**src/ema_ctrl_pkg.sv**
```systemverilog
/*
 contents: constants for the extended modulo status control block: status word layout,
 register offsets, reset values and modifier decode encodings.
 assumes: compiled before every other file of the block.
*/
`default_nettype none
package ema_ctrl_pkg;
	localparam int unsigned STATUS_W = 24;
	localparam int unsigned LEGACY_W = 16;
	// register byte offsets
	localparam logic [11:0] OFF_STATUS = 12'h000;
	localparam logic [11:0] OFF_RESTORE = 12'h004;
	localparam logic [11:0] OFF_MODIFIER = 12'h008;
	localparam logic [11:0] OFF_DECODE = 12'h00C;
	localparam logic [11:0] OFF_ACTIVE = 12'h010;
	// status word field positions
	localparam int unsigned BIT_EMA = 18;
	localparam int unsigned BIT_SA = 17;
	localparam int unsigned BIT_FV = 16;
	localparam int unsigned BIT_LF = 15;
	localparam int unsigned BIT_SCALE_LO = 10;
	localparam int unsigned BIT_SCALE_HI = 11;
	localparam int unsigned BIT_RSV_LO = 12;
	localparam int unsigned BIT_RSV_HI = 14;
	// bits held by this block: 18..15 and 11..10
	localparam logic [23:0] STATUS_HELD_MASK = 24'h07_8C00;
	localparam logic [23:0] STATUS_RESET = 24'h00_0000;
	localparam logic [23:0] MODIFIER_RESET = 24'hFF_FFFF;
	// modifier patterns
	localparam logic [23:0] MOD_LINEAR_24 = 24'hFF_FFFF;
	localparam logic [23:0] MOD_REVERSE = 24'h00_0000;
	localparam logic [15:0] MOD_LINEAR_16 = 16'hFFFF;
	localparam int unsigned MWRAP_HI = 23;
	localparam int unsigned MWRAP_CLR = 22;
	localparam int unsigned MWRAP_LEGACY_HI = 15;
	localparam int unsigned MWRAP_LEGACY_CLR = 14;
	// stale instruction steps after a return-from-interrupt restore
	localparam logic [1:0] RTI_STALE_CYCLES = 2'h1;
	// modifier decode result
	typedef enum logic [2:0] {
		MODE_LINEAR,
		MODE_REVERSE,
		MODE_MODULO,
		MODE_MULTI_WRAP,
		MODE_RESERVED
	} addr_mode_e;
endpackage
`default_nettype wire

```
**src/modifier_decode.sv**
```systemverilog
/*
 contents: combinational decode of a modifier register value into an addressing mode.
 assumes: the enable input comes from the status word in use on the same clock.
*/
`default_nettype none
module modifier_decode
	import ema_ctrl_pkg::*;
(
	// control
	input wire logic ema_i,
	// modifier value
	input wire logic [23:0] modifier_i,
	// result
	output logic [2:0] mode_o,
	output logic [23:0] modulus_o
);
	// power-of-two test on modulus minus one
	function automatic logic all_ones_low(input logic [23:0] v);
		all_ones_low = ((v + 24'h00_0001) & v) == 24'h00_0000;
	endfunction

	wire logic [23:0] low22 = {2'b00, modifier_i[MWRAP_CLR-1:0]};
	wire logic [23:0] low14 = {10'h000, modifier_i[MWRAP_LEGACY_CLR-1:0]};
	wire logic [23:0] low15 = {9'h000, modifier_i[MWRAP_LEGACY_HI-1:0]};
	wire logic [23:0] low16 = {8'h00, modifier_i[LEGACY_W-1:0]};

	// extended range decode
	wire logic x_lin = modifier_i == MOD_LINEAR_24;
	wire logic x_rev = modifier_i == MOD_REVERSE;
	wire logic x_mod = !modifier_i[MWRAP_HI];
	wire logic x_wrap = modifier_i[MWRAP_HI] && !modifier_i[MWRAP_CLR]
		&& (low22 != 24'h00_0000) && all_ones_low(low22);

	// legacy 16-bit decode, upper bits ignored
	wire logic l_lin = modifier_i[LEGACY_W-1:0] == MOD_LINEAR_16;
	wire logic l_rev = modifier_i[LEGACY_W-1:0] == 16'h0000;
	wire logic l_mod = !modifier_i[MWRAP_LEGACY_HI];
	wire logic l_wrap = modifier_i[MWRAP_LEGACY_HI] && !modifier_i[MWRAP_LEGACY_CLR]
		&& (low14 != 24'h00_0000) && all_ones_low(low14);

	wire logic lin = ema_i ? x_lin : l_lin;
	wire logic rev = ema_i ? x_rev : l_rev;
	wire logic mdl = ema_i ? x_mod : l_mod;
	wire logic wrp = ema_i ? x_wrap : l_wrap;

	// priority: linear, reverse, multiple wrap, modulo
	assign mode_o = lin ? 3'(MODE_LINEAR) : rev ? 3'(MODE_REVERSE) : wrp ? 3'(MODE_MULTI_WRAP)
		: mdl ? 3'(MODE_MODULO) : 3'(MODE_RESERVED);
	// modulus for modulo and wrap modes, zero otherwise
	assign modulus_o = (lin || rev) ? 24'h00_0000
		: wrp ? (ema_i ? low22 : low14) + 24'h00_0001
		: mdl ? (ema_i ? modifier_i : low15) + 24'h00_0001
		: 24'h00_0000;
	wire logic unused_low16 = |low16;
endmodule
`default_nettype wire

```
**src/ema_status_ctrl.sv**
```systemverilog
/*
 contents: status word control for the address generation datapath, with the extended
 modulo enable, its stale window after a return-from-interrupt restore, and an APB slave.
 assumes: APB master on ref_clk_i; core events (restore, instruction step) are synchronous.
*/
// Added by the designer: the APB register port and the placing of the registers.
`default_nettype none
//
// Summary of operation
// - status bit 18 is the extended modulo enable, allowing modulo ranges up to 24 bits.
// - with the enable set, a modifier of all ones selects linear addressing.
// - with the enable set, a modifier of all zeros selects reverse-carry addressing.
// - with the enable set, modifier equal to modulus minus one selects modulo, moduli 2 to 2^23.
// - with the enable set, bit 23 set, bit 22 clear and low bits modulus minus one select wrap mode.
// - with the enable clear, the legacy 16-bit modulo range and decode apply.
// - after a restore that changes the enable, the next instruction still sees the old enable.
// - bits 17, 16, 15 and 11-10 hold arithmetic, forever loop, loop active and scaling, reset zero.
//
module ema_status_ctrl
	import ema_ctrl_pkg::*;
#(
	parameter int unsigned ADDR_W = 12
)
(
	// clock and reset
	input wire logic ref_clk_i,
	input wire logic rst_b_i,
	// apb slave
	input wire logic psel,
	input wire logic penable,
	input wire logic pwrite,
	input wire logic [ADDR_W-1:0] paddr,
	input wire logic [31:0] pwdata,
	input wire logic [3:0] pstrb,
	output logic [31:0] prdata,
	output logic pready,
	output logic pslverr,
	// core events
	input wire logic rti_restore_i,
	input wire logic [23:0] rti_status_i,
	input wire logic instr_step_i,
	// datapath view
	output logic ema_active_o,
	output logic [2:0] addr_mode_o,
	output logic [23:0] modulus_o,
	output logic [23:0] core_status_word_o
);
	generate
		if (ADDR_W < 5)
		begin : g_chk
			$error("ADDR_W too small for the register map");
		end
	endgenerate

	logic [23:0] core_status_word_r, core_status_word_nxt;
	logic [23:0] modifier_register_r, modifier_register_nxt;
	logic ema_seen_r, ema_seen_nxt;
	logic [1:0] stale_r, stale_nxt;
	logic [31:0] prdata_r, prdata_nxt;
	logic [2:0] mode_w;
	logic [23:0] modulus_w;

	// byte lane merge for writes
	function automatic logic [23:0] merge(input logic [23:0] old, input logic [31:0] wd, input logic [3:0] st);
		merge = {st[2] ? wd[23:16] : old[23:16], st[1] ? wd[15:8] : old[15:8], st[0] ? wd[7:0] : old[7:0]};
	endfunction

	// address decode
	wire logic [11:0] addr12 = 12'(paddr);
	wire logic hit_status = addr12 == OFF_STATUS;
	wire logic hit_restore = addr12 == OFF_RESTORE;
	wire logic hit_modifier = addr12 == OFF_MODIFIER;
	wire logic hit_decode = addr12 == OFF_DECODE;
	wire logic hit_active = addr12 == OFF_ACTIVE;
	wire logic hit_any = hit_status || hit_restore || hit_modifier || hit_decode || hit_active;
	wire logic access = psel && penable;
	wire logic wr_ok = access && pwrite;
	wire logic ro_write = hit_decode || hit_active;

	// single-cycle access phase, error on unmapped address or write to read-only
	assign pready = 1'b1;
	assign pslverr = access && (!hit_any || (pwrite && ro_write));
	assign prdata = prdata_r;

	// status word writes: held bits only, reserved and foreign bits read zero
	wire logic [23:0] sw_status = merge(core_status_word_r, pwdata, pstrb) & STATUS_HELD_MASK;
	wire logic [23:0] rti_held = rti_status_i & STATUS_HELD_MASK;
	// a restore that flips the enable opens the stale window
	wire logic ema_flip = rti_restore_i && (rti_held[BIT_EMA] != core_status_word_r[BIT_EMA]);

	// next status word: restore has priority over a software write in the same cycle
	assign core_status_word_nxt = rti_restore_i ? rti_held
		: (wr_ok && hit_status) ? sw_status
		: core_status_word_r;

	// enable as seen by the datapath lags during the stale window
	assign stale_nxt = ema_flip ? RTI_STALE_CYCLES
		: (stale_r != 2'h0 && instr_step_i) ? stale_r - 2'h1
		: stale_r;
	assign ema_seen_nxt = (ema_flip || (stale_r != 2'h0 && !(instr_step_i && stale_r == 2'h1)))
		? ema_seen_r
		: core_status_word_nxt[BIT_EMA];
	assign ema_active_o = ema_seen_r;

	// modifier register, writable by software
	assign modifier_register_nxt = (wr_ok && hit_modifier) ? merge(modifier_register_r, pwdata, pstrb)
		: modifier_register_r;

	// read mux
	assign prdata_nxt = (psel && !penable && !pwrite) ?
		(hit_status ? {8'h00, core_status_word_r}
		: hit_restore ? {30'h0000_0000, stale_r}
		: hit_modifier ? {8'h00, modifier_register_r}
		: hit_decode ? {modulus_w[23:0], 5'h00, mode_w}
		: hit_active ? {31'h0000_0000, ema_seen_r}
		: 32'h0000_0000) : prdata_r;

	// decode modifier with the enable as currently seen
	modifier_decode u_dec (
		.ema_i(ema_seen_r),
		.modifier_i(modifier_register_r),
		.mode_o(mode_w),
		.modulus_o(modulus_w)
	);

	// output registers
	always_ff @(posedge ref_clk_i or negedge rst_b_i)
	begin
		if (!rst_b_i)
		begin
			addr_mode_o <= 3'(MODE_LINEAR);
			modulus_o <= 24'h00_0000;
		end
		else
		begin
			addr_mode_o <= mode_w;
			modulus_o <= modulus_w;
		end
	end

	// state registers, all clear on reset except the modifier register, which resets to all ones
	always_ff @(posedge ref_clk_i or negedge rst_b_i)
	begin
		if (!rst_b_i)
		begin
			core_status_word_r <= STATUS_RESET;
			ema_seen_r <= 1'b0;
			stale_r <= 2'h0;
			modifier_register_r <= MODIFIER_RESET;
			prdata_r <= 32'h0000_0000;
		end
		else
		begin
			core_status_word_r <= core_status_word_nxt;
			ema_seen_r <= ema_seen_nxt;
			stale_r <= stale_nxt;
			modifier_register_r <= modifier_register_nxt;
			prdata_r <= prdata_nxt;
		end
	end

	assign core_status_word_o = core_status_word_r;
endmodule
`default_nettype wire

```
**config.mk**
```make
export PLATFORM = sky130hd
export DESIGN_NAME = ema_status_ctrl
export DESIGN_NICKNAME = d
export VERILOG_FILES = /design/src/ema_ctrl_pkg.sv /design/src/modifier_decode.sv /design/src/ema_status_ctrl.sv
export SDC_FILE = /design/constraint.sdc
export NUM_CORES = 1
export LEC_CHECK = 0
export ABC_AREA = 1
export BUFFER_PORTS_ARGS = -buffer_cell sky130_fd_sc_hd__buf_2
export CAP_MARGIN = 20
export CORE_ASPECT_RATIO = 0.6
export CORE_MARGIN = 2
export CORE_UTILIZATION = 56
export CTS_BUF_LIST = sky130_fd_sc_hd__clkbuf_4 sky130_fd_sc_hd__clkbuf_8
export CTS_CLUSTER_SIZE = 8
export DETAILED_ROUTE_END_ITERATION = 16
export HOLD_SLACK_MARGIN = 0.1
export PLACE_DENSITY = 0.86
export SYNTH_ARGS = -nofsm -noshare
export SYNTH_HDL_FRONTEND = slang
export SYNTH_SLANG_ARGS = --single-unit
export TNS_END_PERCENT = 5
```
**constraint.sdc**
```tcl
create_clock -name ref_clk_i -period 5.55 [get_ports ref_clk_i]
set_clock_uncertainty 0.2 [all_clocks]
set_input_delay 0.2775 -clock ref_clk_i [delete_from_list [all_inputs] [get_ports ref_clk_i]]
set_output_delay 0.2775 -clock ref_clk_i [all_outputs]
set_load 0.01 [all_outputs]
```
Yosys cells after proc, flatten, opt, wreduce, memory -nomap -nowiden
Cells that the tools add are included.

operators by class
  $add $sub $neg = 5
  equal/unequal tests = 8
  mux-type cells = 24
  bitwise logic cells = 2
  reductions and logical operators = 51

operators by type and width
  kind                   count
  $mux 24                6
  $mux 32                4
  $logic_not 24->1       3
  $add 24x1->24 const B  2
  $reduce_bool 24->1     2
  $and 24x14->24         1
  $and 24x22->24         1
  $eq 12x4->1 const B    2
  $eq 24x24->1 const B   1
  $add 22x1->23 const B  1
  $mux 22                1
  $logic_and 1x1->1      18
  $eq 16x16->1 const B   1
  $logic_not 16->1       1
  $add 14x1->15 const B  1
  $mux 3                 5
  $eq 12x3->1 const B    1
  $eq 12x5->1 const B    1
  $logic_not 12->1       1
  $reduce_and 2->1       5
  $reduce_bool 2->1      5
  $logic_not 1->1        8
  $logic_or 1x1->1       8
  $mux 8                 1
  other kinds (5)        10

word-level totals
  register bits = 110
  bits of input ports = 79
  output and inout bits = 86
  logic and storage cells = 102

Depth between registers and ports, before layout
Gate-level depths: netlist of run 1.

  depth in word-level cells = 12
  mapped depth = 22
  gate-level depth less buffers = 21

Hierarchy
A second synthesis of run 1 with hierarchy kept.

unflattened totals
  cell total of the unflattened synthesis = 680
  area, all modules = 5,501.5 um2

modules (own cells, without submodules)
  module           instances  cells an instance  area each (um2)  sequential area each (um2)
  ema_status_ctrl  1          442                4,057.6          2,332.2
  modifier_decode  1          238                1,443.9          0.0

Least setup slack after synthesis of run 1
OpenSTA, ideal clock, no wires.

  kind = flip-flop to flip-flop
  start point = register modifier_register_r[1]
  end point = register prdata_r[16] (netlist: prdata[16])
  library setup time = 0.063 ns
  data arrival time = 2.727 ns
  required time = 5.287 ns
  slack = 2.560 ns
  stages on the path, launching flop included = 23
  path buffers = 1
  clock period less this slack = 2.990 ns
  cell sequence = dfstp_2 ha_1 nand3_1 nor2_1 nand2_1 inv_1 nand3_1 ha_1 or2_2 nor2_1 nand2_1 nor2_1 nand2_1 nor2_2 nand3_4 nand3_4 nand2_4 buf_6 nor2_4 nand2_1 nand3b_1 nand2_1 inv_1

between the ends
  longest elaborated chain between the ends = 11
  elaborated cells on any way between the ends = 31
  classes of those cells = add/sub: 4; eq/ne: 2; mux: 12; bitwise: 2; reduce/logical: 11

RTL lines
  what                                                     line                                          source
  from (decl)                                              ema_status_ctrl.sv:56                         logic [23:0] modifier_register_r, modifier_register_nxt;
  from (signal assigned)                                   ema_status_ctrl.sv:157                        modifier_register_r <= modifier_register_nxt;
  $add 22x1->23 / $add 14x1->15 (equally long branches)    modifier_decode.sv:19                         all_ones_low = ((v + 24'h00_0001) & v) == 24'h00_0000;
  $and 24x22->24 / $and 24x14->24 (equally long branches)  modifier_decode.sv:19
  $logic_not 24->1                                         modifier_decode.sv:19
  $logic_and 1x1->1, on equally long branches              modifier_decode.sv:32, modifier_decode.sv:39
  $mux 1                                                   modifier_decode.sv:44                         wire logic wrp = ema_i ? x_wrap : l_wrap;
  $mux 24                                                  modifier_decode.sv:51                         : wrp ? (ema_i ? low22 : low14) + 24'h00_0001
  $mux 24 (*)                                              modifier_decode.sv:50                         assign modulus_o = (lin || rev) ? 24'h00_0000
  via modulus_w[8]                                         ema_status_ctrl.sv:61                         logic [23:0] modulus_w;
  $mux 32 (*)                                              ema_status_ctrl.sv:114                        : hit_decode ? {modulus_w[23:0], 5'h00, mode_w}
  $mux 32 (*)                                              ema_status_ctrl.sv:113                        : hit_modifier ? {8'h00, modifier_register_r}
  $mux 32 (*)                                              ema_status_ctrl.sv:112                        : hit_restore ? {30'h0000_0000, stale_r}
  $mux 32 (*)                                              ema_status_ctrl.sv:111                        (hit_status ? {8'h00, core_status_word_r}
  to (signal assigned)                                     ema_status_ctrl.sv:158                        prdata_r <= prdata_nxt;
  to (decl)                                                ema_status_ctrl.sv:59                         logic [31:0] prdata_r, prdata_nxt;

Mark *: on every way through the listed nets, which the timed path passes. The rest lies on a longest branch.
A chain may end at the register's enable or synchronous reset.

Final worst setup path of run 1
  start point = register modifier_register_r[9]
  end point = register prdata_r[25] (netlist: prdata[25])

between the ends
  longest elaborated chain between the ends = 11
  elaborated cells on any way between the ends = 31
  classes of those cells = add/sub: 4; eq/ne: 2; mux: 12; bitwise: 2; reduce/logical: 11

RTL lines
  what                                                     line
  $add 22x1->23 / $add 14x1->15 (equally long branches)    modifier_decode.sv:19
  $and 24x22->24 / $and 24x14->24 (equally long branches)  modifier_decode.sv:19
  $logic_not 24->1                                         modifier_decode.sv:19
  $logic_and 1x1->1, on equally long branches              modifier_decode.sv:32, modifier_decode.sv:39
  $mux 1                                                   modifier_decode.sv:44
  $mux 24                                                  modifier_decode.sv:51
  $mux 24 (*)                                              modifier_decode.sv:50
  $mux 32 (*)                                              ema_status_ctrl.sv:114
  $mux 32 (*)                                              ema_status_ctrl.sv:113
  $mux 32 (*)                                              ema_status_ctrl.sv:112
  $mux 32 (*)                                              ema_status_ctrl.sv:111

Mark *: on every way between the ends. The rest lies on a longest branch, timed or not.

==> flow_summary.ini, run 1 <==
[timing]
finalSetupTns_ns = 0
hold_viol_final = 0
max_freq_mhz = 261.8
grt_setup_unrepaired = false
setup_viol_count_final = 0
min_period_ns = 3.819
fin_hold_ws_ns = 0.1434
max_slew.worst_pin.slew_ns = 0.5701
worst_slack_ns = 1.731
slew_violations = 0
finalCritPeriodShare_pct = 68.82
slew_headroom_pct = 61.59

[finish]
diodes = 0
syn_to_final_growth_pct = 24.65
final_area_um2 = 6402
final_cell_mix = nand2_1, buf_2, inv_1
drive_above_1_share_pct = 26.16
num-nets-final = 891
layout_commonest_cell = nand2_1

[yosys]
yosysSeqAreaShare_pct = 45.41
synth.avg_cell_area_um2 = 8.076
synth_ff_type = dfrtp_1
ys_types = 42
syn-cell-area_um2 = 5136
synth_async_sr_flop_share_pct = 100.0
yosysTopAreaCellShare_pct = 33.13
synth.area.top_cells = dfrtp_1, dfstp_2, nand2_1
syn_inst = 636
synth_edf_count = 0
synth_seq_cells = 92
yosysWarnings = 0
synth_top_cell_by_area = dfrtp_1

[floorplan]
start_util_pct = 56.73
die_w_um = 127.6
die_h_um = 78.18
core-area_um2 = 9054
design.die.area_um2 = 9979
ioPinCount = 165
rows = 27

[grt]
grt_pass1_vias = 5138
grt_overflow = 0
grt_max_degree = 90
antenna_found_initial = 0
grt_pass1_wl_um = 25840
track_usage_pct = 33.76

[power]
internal_power_mw = 1.127
pwr_density_cell_nw_per_um2 = 258.7
p_sw_share_pct = 31.97
power_frac_comb_pct = 22.9
pwr-share-clk_pct = 30.7
p_sw_mw = 0.5295
leakagePower_nw = 3.502
power.sequential.fraction_pct = 46.4
ir_worst_vdd_mv = 0.2261

[clocking]
cts_tree = built
h-tree-depth = 3
cts-buffers-inserted = 9
cts_setup_buffers = 0
root_buffer = clkbuf_8
clock_latency_ns = 0.37
clkTransAtPathRegs_ns = 0.09
clock_sinks = 92
cts_max_path_buffers = 2

[detailed_routing]
detail_route.first_pass.iterations = 5
ant_nets = 0
via_per_inst = 5.516
drc = 0
drt_wl_total_um = 16130
dr_total_vias = 5047
wl_per_cell_um = 17.63
drt_iter0_drc = 494

[place]
preCtsSetupSlack_ns = 1.807
routabilityCongestion = 0.9281
placed_area_um2 = 5756
place_hpwl_um = 11260
port_buffers = 118

[setup_path]
worstSetupPathType = flip-flop to flip-flop
worst-path-max-fanout = 19
arrival_ns = 3.89
start_kind = flip-flop
cp.required_ns = 5.62
critPathCaptureType = flip-flop

[min_path]
min_path_type = input port to flip-flop

[outcome]
status = completed

[job]
cap_violations = 0
-- critical path: stages, from the launching register on --
cell and delay [ns]:
dfstp_2 0.69, nand2_2 0.10, nor2_1 0.18, nand2_1 0.10, nor2_2 0.28, inv_1 0.09, ha_1 0.18, or2_2 0.29
nor2_1 0.19, nand2_1 0.12, nor2_1 0.10, nand2_1 0.07, nor2_2 0.15, nand3_4 0.12, nand3_4 0.10, nand2_4 0.20
inv_2 0.23, nand3_1 0.12, o21ai_0 0.21
-- metrics by stage --
stage                     power [mW]  util [%]  cells
after floorplan               0.9911         -    653
after detailed placement       1.125     63.57    858
final                          1.656     70.72    915
after global placement         1.111     63.57    858
after global routing           1.731     70.72    915
after CTS                      1.649     70.41    914
-- cells in the mapped netlist, types with 7 or more instances --
cell type,number
nand2_1,133
inv_1,84
nor2_1,77
dfrtp_1,68
o21ai_0,40
nand3_1,25
dfstp_2,24
a21oi_1,20
buf_4,19
ha_1,18
nand4_1,15
a22oi_1,11
or2_2,11
clkbuf_1,7
mux2_2,7
-- final cells by class --
| cell class | count | area (um2) |
|---|---|---|
| Clock buffer | 10 | 131.4 |
| Clock inverter | 6 | 87.58 |
| Fill cell | 724 | 2651 |
| Inverter | 90 | 337.8 |
| Multi-Input combinational cell | 439 | 2325 |
| Sequential cell | 92 | 2332 |
| Tap cell | 116 | 145.1 |
| Timing Repair Buffer | 162 | 1044 |
-- metal layers --
layer / up-vias / GRT usage, % / share of wire (%)
met2: 285 / 53.21 / 45
met5: - / 0 / 0
met3: 36 / 6.885 / 9.1
met1: 2413 / 47.80 / 44
li1: 2313 / - / -
met4: 0 / 9.451 / 1.6
-- flip-flops by register name, summed over array words and instances (netlist names) --
| name | cells |
|---|---|
| prdata | 32 |
| modifier_register_r | 24 |
| modulus_o | 24 |
| core_status_word_o | 6 |
| addr_mode_o | 3 |
| stale_r | 2 |
| ema_active_o | 1 |
-- kinds of logic after synthesis --
logic type | Yosys count | synth area share, %
AND/OR/NAND/NOR | 306 | 27.72
buffers and inverters | 122 | 10.57
flip-flops | 92 | 45.41
AO/OA/AOI/OAI | 85 | 9.550
adder cells (fa/ha/maj) | 18 | 4.385
multiplexers | 7 | 1.535
XOR/XNOR | 4 | 0.6822
other | 2 | 0.1462
-- power groups by stage --
stage,Clock (mW),Combinational [mW],Sequential [mW]
after floorplan,0,0.199,0.792
after global placement,0,0.335,0.777
after detailed placement,0,0.345,0.780
after CTS,0.512,0.370,0.767
after global routing,0.538,0.417,0.776
final,0.509,0.379,0.769
-- worst paths after layout --
check / cells after the start / endpoint / slack, ns / startpoint
setup reg to reg: 18 / prdata[25]$_DFFE_PN0P_ / 1.73 / modifier_register_r[9]$_DFFE_PN1P_
hold / removal: 4 / core_status_word_o[16]$_DFFE_PN0P_ / 0.14 / rti_restore_i
min in group asynchronous: 3 / prdata[3]$_DFFE_PN0P_ / 0.24 / rst_b_i
hold reg to reg: 2 / prdata[24]$_DFFE_PN0P_ / 0.29 / prdata[24]$_DFFE_PN0P_
setup / recovery: 18 / prdata[25]$_DFFE_PN0P_ / 1.73 / modifier_register_r[9]$_DFFE_PN1P_
max in group asynchronous: 4 / modifier_register_r[14]$_DFFE_PN1P_ / 4.22 / rst_b_i
-- timing repair --
action	4_1_cts	5_1_grt
hold endpoints to repair	82	0
hold buffers	40	0
gates resized for setup	0	0
No activity file was read; power rests on OpenSTA's default activity.
==> run 2: changes to the inputs <==
Settings changed: CORE_UTILIZATION 56 to 53, PLACE_DENSITY 0.86 to 0.82.
Clock period 5.55 ns to 3.55 ns, I/O delays scaled along.
==> run 2 against run 1 <==
Maximum frequency rose by 14%. Via count up 1.1%. Sequential share of layout area is 1.1 points lower. First-iteration DRC count fell by 4.0%. Non-clock buffer count is 18 higher.
==> flow_summary.ini, run 2 (same netlist as run 1, synthesis figures left out) <==
[power]
leakagePower_nw = 3.602
pwr_density_cell_nw_per_um2 = 408.8
power.total_mw = 2.701
ir_worst_vdd_mv = 0.2147

[clocking]
cts_tree = built
cts-buffers-inserted = 9
cts_max_path_buffers = 2
root_buffer = clkbuf_8
h-tree-depth = 3
clock_latency_ns = 0.38
clock_sinks = 92
clkTransAtPathRegs_ns = 0.10

[setup_path]
worstSetupPathType = flip-flop to flip-flop
r2r_cells = 22
r2r_setup_slack_ns = 0.19
r2r-start = modifier_register_r[0]$_DFFE_PN1P_
arrival_ns = 3.49
cp.required_ns = 3.68
regToRegEndpoint = prdata[17]$_DFFE_PN0P_
worst-path-max-fanout = 11
critPathCaptureType = flip-flop
start_kind = flip-flop

[detailed_routing]
ant_nets = 0
wl_met1_um = 7107
via_per_inst = 5.386
detail_route.first_pass.iterations = 5
drt_wl_total_um = 16350
drt_iter0_drc = 474
wl_met2_um = 7331
drc = 0
met3WireLength_um = 1745
wl_per_cell_um = 17.26
dr_total_vias = 5101
top_layer_used = met4

[grt]
grt_max_degree = 88
grt_overflow = 0
grt_pass1_wl_um = 25630
grt_pass1_vias = 4949
track_usage_pct = 32.52
antenna_found_initial = 0

[job]
cap_violations = 0

[finish]
drive_above_1_share_pct = 28.52
final_cell_mix = nand2_1, buf_2, inv_1
num-nets-final = 909
layout_commonest_cell = nand2_1
syn_to_final_growth_pct = 28.62
final_cells = 947
diodes = 0
largest_reg_flops = 32
fin_util_pct = 71.11

[place]
place_hpwl_um = 11840
routabilityCongestion = 0.9641
port_buffers = 118
dp_cells = 889

[timing]
min_period_ns = 3.364
max_slew.worst_pin.slew_ns = 0.8061
hold_viol_final = 0
setup_viol_count_final = 0
finalCritPeriodShare_pct = 94.75
fin_hold_ws_ns = 0.09871
slew_violations = 0
slew_headroom_pct = 45.69
max_freq_mhz = 297.3

[floorplan]
die_h_um = 80.26
die_w_um = 131.1
ioPinCount = 165
rows = 27
core-area_um2 = 9290
design.die.area_um2 = 10520
start_util_pct = 55.29

[outcome]
status = completed

[min_path]
min_path_type = input port to async pin
[run 2: cell count changes in the layout (fill, tap and decap cells not counted), sizes merged]
cell and delta:
clkbuf +1, buf +18, clkinvlp +2, clkinv -3
[run 2: power by group]
group          internal, mW  total [mW]  switching [mW]
Combinational         0.271       0.697           0.425
Clock                 0.426       0.824           0.398
Sequential             1.14        1.18          0.0418
[run 2: final cells by class]
cell class / instances / area (um2)
clock inverters: 5 / 83.83
multi-input cells: 439 / 2351
inverters: 90 / 340.3
repair buffers: 180 / 1191
fillers: 766 / 2684
clock buffers: 11 / 145.1
well taps: 130 / 162.7
flip-flops and latches: 92 / 2332
[run 2: what timing repair did]
action,in CTS,in global routing
setup buffers,0,1
hold endpoints to repair,96,0
endpoints found under the setup margin,0,33
gates resized for setup,0,8
hold buffers,40,0
[run 2: how the worst max path moves through the flow]
stage / slack [ns] / cells after the start / endpoint / startpoint
after CTS: 0.17 / 22 / prdata[17]$_DFFE_PN0P_ / modifier_register_r[0]$_DFFE_PN1P_
final: 0.19 / 22 / prdata[17]$_DFFE_PN0P_ / modifier_register_r[0]$_DFFE_PN1P_
after detailed placement: 0.21 / 22 / prdata[17]$_DFFE_PN0P_ / modifier_register_r[1]$_DFFE_PN1P_
after floorplan: 0.56 / 22 / prdata[16]$_DFFE_PN0P_ / modifier_register_r[1]$_DFFE_PN1P_
after global routing: -0.002 / 22 / prdata[17]$_DFFE_PN0P_ / modifier_register_r[1]$_DFFE_PN1P_
after global placement: 0.22 / 22 / prdata[16]$_DFFE_PN0P_ / modifier_register_r[0]$_DFFE_PN1P_
[run 2: through the flow]
stage                     setup slack [ns]   TNS [ns]  cell area [um2]
after floorplan                     0.5601          0             5200
after global placement              0.2201          0             5913
after detailed placement            0.2051          0             5913
after CTS                           0.1680          0             6543
after global routing             -0.001851  -0.001851             6606
final                               0.1864          0             6606
[run 2: routing by layer]
metal  vias up  global-route usage (%)
li1       2355                       -
met5         -                       0
met2       297                   50.52
met3        21                   8.661
met1      2428                   45.51
met4         0                   7.766
[run 2: worst max-delay path, cell delays in order (launching register included)]
cell      delay (ns)
dfstp_2         0.57
ha_2            0.20
nand3_2         0.12
nor2_2          0.15
nand2_1         0.08
inv_1           0.08
nand3_1         0.08
ha_1            0.17
or2_2           0.28
nor2_2          0.15
nand2_1         0.10
nor2_1          0.09
nand2_1         0.07
nor2_2          0.13
nand3_4         0.10
nand3_4         0.10
nand2_8         0.10
buf_12          0.20
nor2_4          0.09
nand2_1         0.06
nand3b_1        0.10
nand2_1         0.05
inv_1           0.05
